### src/autoneg_status_pkg.sv
/*
 * Constants for the auto-negotiation partner page and expansion status registers:
 * register offsets, field positions and reset values.
 * Assumes a 5-bit management register address and 16-bit register data.
 */
package autoneg_status_pkg;

	localparam int unsigned ADDR_W = 5;
	localparam int unsigned DATA_W = 16;

	////////////////////////////////////////////////////////////////////////////////
	// Register offsets
	localparam logic [4:0] PARTNER_PAGE_OFFSET = 5'h05;
	localparam logic [4:0] EXPANSION_OFFSET    = 5'h06;

	////////////////////////////////////////////////////////////////////////////////
	// partner_next_page_word fields
	localparam int unsigned FURTHER_PAGE_BIT = 15;
	localparam int unsigned PARTNER_ACK_BIT  = 14;
	localparam int unsigned MESSAGE_PAGE_BIT = 13;
	localparam int unsigned COMPLY_BIT       = 12;
	localparam int unsigned TOGGLE_BIT       = 11;
	localparam int unsigned CODE_MSB         = 10;
	localparam int unsigned CODE_LSB         = 0;

	////////////////////////////////////////////////////////////////////////////////
	// autoneg_expansion_status fields
	localparam int unsigned EXP_RSVD_MSB          = 15;
	localparam int unsigned EXP_RSVD_LSB          = 5;
	localparam int unsigned PD_FAULT_BIT          = 4;
	localparam int unsigned PARTNER_NEXT_PAGE_BIT = 3;
	localparam int unsigned LOCAL_NEXT_PAGE_BIT   = 2;
	localparam int unsigned PAGE_RECEIVED_BIT     = 1;
	localparam int unsigned PARTNER_AN_BIT        = 0;

	////////////////////////////////////////////////////////////////////////////////
	// Reset values
	localparam logic [15:0] PARTNER_PAGE_RESET    = 16'h0000;
	localparam logic [10:0] CODE_RESET            = 11'h000;
	localparam logic        LOCAL_NEXT_PAGE_VALUE = 1'h1;
	localparam logic        STATUS_BIT_RESET      = 1'h0;
	localparam logic [15:0] READ_ZERO             = 16'h0000;

endpackage

### src/partner_page_store.sv
/*
 * Holding register for the next page word received from the link partner.
 * Assumes the arbitration logic pulses load for one cycle with the word on load_word.
 */
`timescale 1ns/1ps
`default_nettype none

module partner_page_store
	import autoneg_status_pkg::*;
(
	input  wire logic        clock,
	input  wire logic        nrst,
	input  wire logic        ce,
	input  wire logic        load,
	input  wire logic [15:0] load_word,
	input  wire logic        tx_toggle_prev,
	output logic      [15:0] word
);

	logic [15:0] next_word;

	always_comb begin
		next_word = word;
		if (load) begin
			next_word = load_word;
			// Toggle reads as the opposite of the last sent toggle
			next_word[TOGGLE_BIT] = ~tx_toggle_prev;
		end
	end

	always_ff @(posedge clock) begin
		if (!nrst) begin
			word <= PARTNER_PAGE_RESET;
		end else if (ce) begin
			word <= next_word;
		end
	end

endmodule

`default_nettype wire

### src/autoneg_partner_page_status_regs.sv
/*
 * Read-only auto-negotiation partner next page and expansion status registers.
 * Assumes the management frame logic presents one-cycle read and write strobes with
 * a register address, and the arbitration logic supplies received pages and status levels.
 */
`timescale 1ns/1ps
`default_nettype none

module autoneg_partner_page_status_regs
	import autoneg_status_pkg::*;
(
	input  wire logic        clock,
	input  wire logic        nrst,
	input  wire logic        ce,
	input  wire logic [4:0]  reg_addr,
	input  wire logic        reg_rd,
	input  wire logic        reg_wr,
	input  wire logic [15:0] reg_wdata,
	output logic      [15:0] reg_rdata,
	output logic             reg_rd_valid,
	input  wire logic        page_strobe,
	input  wire logic [15:0] page_word,
	input  wire logic        tx_toggle_prev,
	input  wire logic        parallel_detect_fault,
	input  wire logic        partner_next_page_capable,
	input  wire logic        partner_autoneg_capable
);

	////////////////////////////////////////////////////////////////////////////////
	// Received page word

	logic [15:0] partner_next_page_word;

	// Only the negotiation side loads this; the write strobe has no path here
	partner_page_store page_store (
		.clock          (clock),
		.nrst           (nrst),
		.ce             (ce),
		.load           (page_strobe),
		.load_word      (page_word),
		.tx_toggle_prev (tx_toggle_prev),
		.word           (partner_next_page_word)
	);

	// Field views of the stored word
	logic        further_page_request;
	logic        partner_ack;
	logic        message_page_flag;
	logic        partner_can_comply;
	logic [10:0] page_code;

	assign further_page_request = partner_next_page_word[FURTHER_PAGE_BIT];
	assign partner_ack          = partner_next_page_word[PARTNER_ACK_BIT];
	assign message_page_flag    = partner_next_page_word[MESSAGE_PAGE_BIT];
	assign partner_can_comply   = partner_next_page_word[COMPLY_BIT];
	assign page_code            = partner_next_page_word[CODE_MSB:CODE_LSB];

	////////////////////////////////////////////////////////////////////////////////
	// Expansion status state

	logic pd_fault;
	logic partner_paging;
	logic partner_an;
	logic page_received;
	logic next_pd_fault;
	logic next_partner_paging;
	logic next_partner_an;
	logic next_page_received;
	logic exp_read;

	assign exp_read = reg_rd && (reg_addr == EXPANSION_OFFSET);

	always_comb begin
		next_pd_fault       = parallel_detect_fault;
		next_partner_paging = partner_next_page_capable;
		next_partner_an     = partner_autoneg_capable;
		// A page landing in the read cycle survives the clear
		next_page_received  = page_strobe || (page_received && !exp_read);
	end

	always_ff @(posedge clock) begin
		if (!nrst) begin
			pd_fault       <= STATUS_BIT_RESET;
			partner_paging <= STATUS_BIT_RESET;
			partner_an     <= STATUS_BIT_RESET;
			page_received  <= STATUS_BIT_RESET;
		end else if (ce) begin
			pd_fault       <= next_pd_fault;
			partner_paging <= next_partner_paging;
			partner_an     <= next_partner_an;
			page_received  <= next_page_received;
		end
	end

	////////////////////////////////////////////////////////////////////////////////
	// Read path

	function automatic logic [15:0] expansion_word(
		input logic fault,
		input logic paging,
		input logic received,
		input logic an
	);
		logic [15:0] w;
		w = READ_ZERO;
		w[PD_FAULT_BIT]          = fault;
		w[PARTNER_NEXT_PAGE_BIT] = paging;
		w[LOCAL_NEXT_PAGE_BIT]   = LOCAL_NEXT_PAGE_VALUE;
		w[PAGE_RECEIVED_BIT]     = received;
		w[PARTNER_AN_BIT]        = an;
		return w;
	endfunction

	logic [15:0] next_rdata;
	logic        next_rd_valid;

	// reg_wdata is deliberately unused: every field is read-only
	always_comb begin
		next_rdata    = reg_rdata;
		next_rd_valid = 1'b0;
		if (reg_rd) begin
			next_rd_valid = 1'b1;
			unique case (reg_addr)
				PARTNER_PAGE_OFFSET: next_rdata = partner_next_page_word;
				EXPANSION_OFFSET:    next_rdata = expansion_word(pd_fault, partner_paging, page_received, partner_an);
				default:             next_rdata = READ_ZERO;
			endcase
		end
	end

	always_ff @(posedge clock) begin
		if (!nrst) begin
			reg_rdata    <= READ_ZERO;
			reg_rd_valid <= 1'b0;
		end else if (ce) begin
			reg_rdata    <= next_rdata;
			reg_rd_valid <= next_rd_valid;
		end
	end

	////////////////////////////////////////////////////////////////////////////////
	// Checks

	a_page_flag_sets: assert property (@(posedge clock) disable iff (!nrst)
		ce && page_strobe |=> page_received)
		else $error("page flag not set after page strobe");

	a_page_flag_clears: assert property (@(posedge clock) disable iff (!nrst)
		ce && exp_read && !page_strobe |=> !page_received)
		else $error("page flag not cleared by read");

	a_page_flag_sticky: assert property (@(posedge clock) disable iff (!nrst)
		page_received && !(ce && exp_read) |=> page_received)
		else $error("page flag dropped without a read");

	a_read_sees_flag: assert property (@(posedge clock) disable iff (!nrst)
		ce && exp_read |=> reg_rd_valid && reg_rdata[PAGE_RECEIVED_BIT] == $past(page_received))
		else $error("read did not return flag before clearing");

	a_exp_fixed_bits: assert property (@(posedge clock) disable iff (!nrst)
		ce && exp_read |=> reg_rdata[EXP_RSVD_MSB:EXP_RSVD_LSB] == 11'h000 && reg_rdata[LOCAL_NEXT_PAGE_BIT])
		else $error("reserved bits nonzero or local next page bit clear");

	a_toggle_inverse: assert property (@(posedge clock) disable iff (!nrst)
		ce && page_strobe |=> partner_next_page_word[TOGGLE_BIT] == !$past(tx_toggle_prev))
		else $error("toggle bit not inverse of sent toggle");

	a_write_ignored: assert property (@(posedge clock) disable iff (!nrst)
		reg_wr && !page_strobe |=> $stable(partner_next_page_word))
		else $error("write altered page word");

	a_page_read_data: assert property (@(posedge clock) disable iff (!nrst)
		ce && reg_rd && reg_addr == PARTNER_PAGE_OFFSET |=> reg_rdata == $past(partner_next_page_word))
		else $error("page word read mismatch");

	a_status_follows: assert property (@(posedge clock) disable iff (!nrst)
		ce && nrst |=> pd_fault == $past(parallel_detect_fault) && partner_paging == $past(partner_next_page_capable)
			&& partner_an == $past(partner_autoneg_capable))
		else $error("status bits do not follow negotiation inputs");

	// Field views must carry what the partner sent, not just mirror the store
	a_further_capture: assert property (@(posedge clock) disable iff (!nrst)
		ce && page_strobe && page_word[FURTHER_PAGE_BIT] |=> further_page_request)
		else $error("further page request not captured");

	a_ack_capture: assert property (@(posedge clock) disable iff (!nrst)
		ce && page_strobe && page_word[PARTNER_ACK_BIT] |=> partner_ack)
		else $error("partner acknowledge not captured");

	a_message_capture: assert property (@(posedge clock) disable iff (!nrst)
		ce && page_strobe && !page_word[MESSAGE_PAGE_BIT] |=> !message_page_flag)
		else $error("unformatted page shown as message page");

	a_comply_capture: assert property (@(posedge clock) disable iff (!nrst)
		ce && page_strobe && page_word[COMPLY_BIT] |=> partner_can_comply)
		else $error("comply bit not captured");

	a_code_reset: assert property (@(posedge clock)
		!nrst && ce |=> page_code == CODE_RESET)
		else $error("code field not cleared by reset");

	a_frozen_state: assert property (@(posedge clock) disable iff (!nrst)
		!ce |=> $stable(page_received) && $stable(reg_rd_valid))
		else $error("state moved while clock enable low");

endmodule

`default_nettype wire

### config.mk
export PLATFORM = sky130hd
export DESIGN_NAME = autoneg_partner_page_status_regs
export DESIGN_NICKNAME = d
export VERILOG_FILES = /design/src/autoneg_status_pkg.sv /design/src/partner_page_store.sv /design/src/autoneg_partner_page_status_regs.sv
export SDC_FILE = /design/constraint.sdc
export NUM_CORES = 1
export LEC_CHECK = 0
export ABC_AREA = 1
export BUFFER_PORTS_ARGS = -buffer_cell sky130_fd_sc_hd__buf_2
export CORE_UTILIZATION = 35
export CTS_CLUSTER_DIAMETER = 150
export DETAILED_ROUTE_END_ITERATION = 6
export PLACE_DENSITY = 0.65
export SLEW_MARGIN = 20
export SYNTH_ARGS = -nofsm -noshare
export SYNTH_HDL_FRONTEND = slang
export SYNTH_SLANG_ARGS = --single-unit
### constraint.sdc
create_clock -name clock -period 0.9 [get_ports clock]
set_input_delay 0.18 -clock clock [delete_from_list [all_inputs] [get_ports clock]]
set_output_delay 0.18 -clock clock [all_outputs]
set_load 0.005 [all_outputs]
* Word level (Yosys, flattened, before mapping)
Cells that the tools add are included.
Word-level totals: flip-flop bits (word level) 37, bits in latches 0, bits in writable memories 0, bits in read-only memories 0, input bits 47, output and inout bits 17, logic and storage cells 18, memories kept 0
Operators by class: add/sub/neg operators 0, multiply operators 0, divide/modulo/power cells 0, $lt $le $gt $ge 0, equal/unequal tests 2, shift operators 0, muxes and demuxes 2, bitwise logic cells 1, reduce and logical (&&, ||, !) cells 6
Operators with widths (count):
- 16-bit case mux with 2 select lines | 1
- 5-bit by 3-bit equality test with 1-bit output (second input constant) | 2
- 2-bit AND reduction | 2
- 1-bit logical AND | 2
- 1-bit logical NOT | 1
- 1-bit logical OR | 1
- 1-bit two-way mux | 1
- 1-bit NOT | 1

* Depth between registers and ports, before layout
depth after elaboration 5, depth in mapped cells 8

* Modules after synthesis
A second synthesis with hierarchy kept.
Unflattened totals: cells, all modules 216, area, all modules 1547.7 um^2
Modules (own cells, without submodules):
- autoneg_partner_page_status_regs | instances 1, cells each 115, area each 882.1 um^2
- partner_page_store | instances 1, cells each 101, area each 665.6 um^2

* Worst setup path before layout
Ideal clock, no wire load.
kind input -> register, start in reg_addr[3], end reg reg_rdata[3], library setup time 56 ps, arrival 841 ps, setup slack 3 ps, stages 8, path buffers 1, path through inv_1 -> nand2_1 -> nor2_1 -> buf_2 -> nand3_1 -> nand3_1 -> nand2_1 -> inv_1
On the way: word-level cells in the longest chain between the ends 2, elaborated cells between the ends (all ways) 3, those cells by class 2 x eq/ne; 1 x mux
RTL lines:
- start: declaration | line autoneg_partner_page_status_regs.sv:15 | input wire logic [4:0] reg_addr,
- 5-bit by 3-bit equality test with 1-bit output | line autoneg_partner_page_status_regs.sv:123 | unique case (reg_addr)
- 16-bit case mux with 2 select lines (*) | line autoneg_partner_page_status_regs.sv:123
- end signal: assignment | line autoneg_partner_page_status_regs.sv:136 | reg_rdata <= next_rdata;
- end: declaration | line autoneg_partner_page_status_regs.sv:19 | output logic [15:0] reg_rdata,
Mark *: on every way between the ends. The rest lies on a longest branch, timed or not. A chain may end at the register's enable or synchronous reset.

* Final worst setup path
start reg reg_rdata[14], end out reg_rdata[14]
No word-level cell between the ends.

==> out/qor.txt <==
Initial antenna violation count -> 0
Setup crit start kind -> flip-flop
Final antenna-violating net count -> 0
Worst setup slack after layout -> -0.002643 ns
Failing checks -> negative setup slack
DR vias -> 1372
N_diodes -> 0
Crit share post-route -> 100.3%
Placer Congestion -> 0.7264
TritonCTS clock tree -> built
First-pass GRT wire length -> 5106 um
DR DRC count -> 0
Yosys cell types -> 17
Die Width -> 65.84 um
Setup Skew -> 0.001994 ns
Leak pwr -> 0.9192 nW
Clk pin slew, worst setup/hold paths -> 0.07 ns
Gate Count Post-Synth -> 188
Crit Path Max Fanout -> 2
Crit path kind -> flip-flop to primary output
Fillers -> 391
Detailed Route WL -> 3121 um
Via density -> 4.699
Layout cells sized above 1 -> 36.48%
PwrDens -> 1713 nW/um2
Clock Tree Buf Depth -> 2
Endpoints failing hold -> 0
Syn_area_per_cell -> 7.587 um2
Buf/Inv on CP -> 1
Commonest register cell after synthesis -> dfxtp_1
Synth top cells by count -> 37 x dfxtp_1, 33 x nor2_1, 29 x o21ai_0
Sequence of cells on the critical path -> buf_6
Drt first pass iters -> 6
Area of the die -> 4335 um2
RSZ-0062 raised after global routing -> true
Syn Nets -> 235
Hold-fix buffers at CTS -> 0
WHS -> 0.08343 ns
Max incr delay on CP -> 0.33 ns
Overall Global Routing Usage -> 15.77%
DR WL/cell -> 10.69 um
Total CTS buffers -> 5
Final Setup Violations -> 1
R2R cell count -> 4
Port Buffer Count -> 45
Placed insts -> 280
CTS Root Cell -> clkbuf_8
Final Instance Count excl. Fillers -> 292
Top post-synthesis cells by area -> dfxtp_1 52%, o21ai_0 10%, nor2_1 8.7%
Hold path depth -> 2
Final Util -> 52.22%
Area growth syn-to-layout -> 38.07%
Family with the most delay on the worst path -> flip-flops
CTS H-tree depth -> 2
Post-synth EDFFs -> 0
Slowest CP cell -> dfxtp_2
Most frequent cell after synthesis -> dfxtp_1
Worst EP arrival -> 0.72 ns
Peak VDD IR -> 0.0008378 V
Max cap viols -> 0
Worst Setup End Kind -> primary output
Core area -> 3771 um2
Post-synthesis sequential area ratio -> 51.93%
Top-Level Pins -> 64
Final instance area -> 1969 um2
GRT overflow -> 0
CP Depth -> 1
Nets@finish -> 290
Slew at the pin closest to its max-slew limit -> 0.2286 ns
Starting Density -> 37.82%
Chip height -> 65.84 um
Worst Path Required -> 0.72 ns
Share of the synthesized area in the top cell type -> 51.93%
Synth warnings -> 0
Cell taking the most area after synthesis -> dfxtp_1
Clock Sinks -> 37
Synth Register Bits -> 37
DR iter-0 viols -> 68
Rel. slew slack -> 84.75%
Post-DP HPWL -> 2153 um
Vias in the first global route -> 1185
Cell row count -> 22
Max Clk Rate -> 1108 MHz
Placed Instance Area -> 1797 um2
Worst-Skew Late Latency -> 0.28 ns
Post-synthesis async set-or-reset flop share -> 0%
Synth Cell Area -> 1426 um2
Hold crit path type -> input port to flip-flop
Status -> finished with violations
Final Critical Period -> 0.9026 ns
Slew Viols, Final -> 0
Largest net degree at the start of global routing -> 36
-- cell type report --
| type | count | area [um2] | area share, % |
|---|---|---|---|
| inverters | 14 | 52.55 | 2.668 |
| clock buffers | 6 | 82.58 | 4.193 |
| clock inverters | 2 | 13.76 | 0.6989 |
| flip-flops and latches | 37 | 762.0 | 38.69 |
| multi-input cells | 125 | 573.1 | 29.10 |
| well taps | 48 | 60.06 | 3.050 |
| repair buffers | 60 | 425.4 | 21.60 |
-- cell usage in the layout, fill, tap and decap left out, types with 2 or more instances in the layout --
cell type and count:
nor2_1 33, nor2_2 2, dfxtp_2 17, buf_2 41, o21ai_0 29, dfxtp_1 20
buf_4 10, nand2_1 15, buf_12 5, nand3_1 23, inv_1 13, clkbuf_8 6
buf_6 4, a21oi_1 19
-- logic make-up (layout without fill, tap and decap cells) --
| logic type | Yosys count | after routing | share of synthesized area (%) |
|---|---|---|---|
| simple gates | 75 | 75 | 22.46 |
| compound gates | 50 | 50 | 17.72 |
| buf+inv | 26 | 82 | 7.894 |
| flops | 37 | 37 | 51.93 |
-- repair_timing --
item,4_1_cts,5_1_grt
gates resized for setup,13,8
endpoints found under the setup margin,16,17
setup buffers,2,2
-- where the power goes --
group / switching (mW) / internal (mW)
clock network: 0.581 / 0.620
registers: 0.0404 / 1.73
logic: 0.198 / 0.200
-- metrics by stage --
stage	TNS, ns	power, mW	setup WS [ns]
after floorplan	0	1.990	0.002976
after global placement	-2.004	2.179	-0.1292
after detailed placement	-2.446	2.188	-0.1373
after CTS	-0.09348	3.383	-0.01390
after global routing	-0.4227	3.540	-0.04176
final	-0.002643	3.373	-0.002643
-- registers in the layout (all words and copies together) (netlist names) --
register	cells
page_received	1
pd_fault	1
page_store.word	16
partner_an	1
partner_paging	1
reg_rdata	16
reg_rd_valid	1
-- per-layer routing --
metal | vias up | GRT usage [%] | part of all wire (%)
li1 | 727 | - | -
met1 | 609 | 19.36 | 48
met2 | 31 | 25.26 | 45
met3 | 5 | 3.966 | 4.6
met4 | 0 | 8.152 | 1.8
met5 | - | 0 | 0
-- final timing paths --
| path | startpoint | to | slack [ns] |
|---|---|---|---|
| worst max register to register | reg_rdata[2]$_SDFFE_PN0P_ | reg_rdata[2]$_SDFFE_PN0P_ | 0.09 |
| worst min register to register | page_store.word[1]$_SDFFE_PN0P_ | page_store.word[1]$_SDFFE_PN0P_ | 0.45 |
| worst max-delay path | reg_rdata[14]$_SDFFE_PN0P_ | reg_rdata[14] | -0.003 |
| worst min-delay path | tx_toggle_prev | page_store.word[11]$_SDFFE_PN0P_ | 0.08 |
Note: power is estimated with default switching activity, not from simulation.
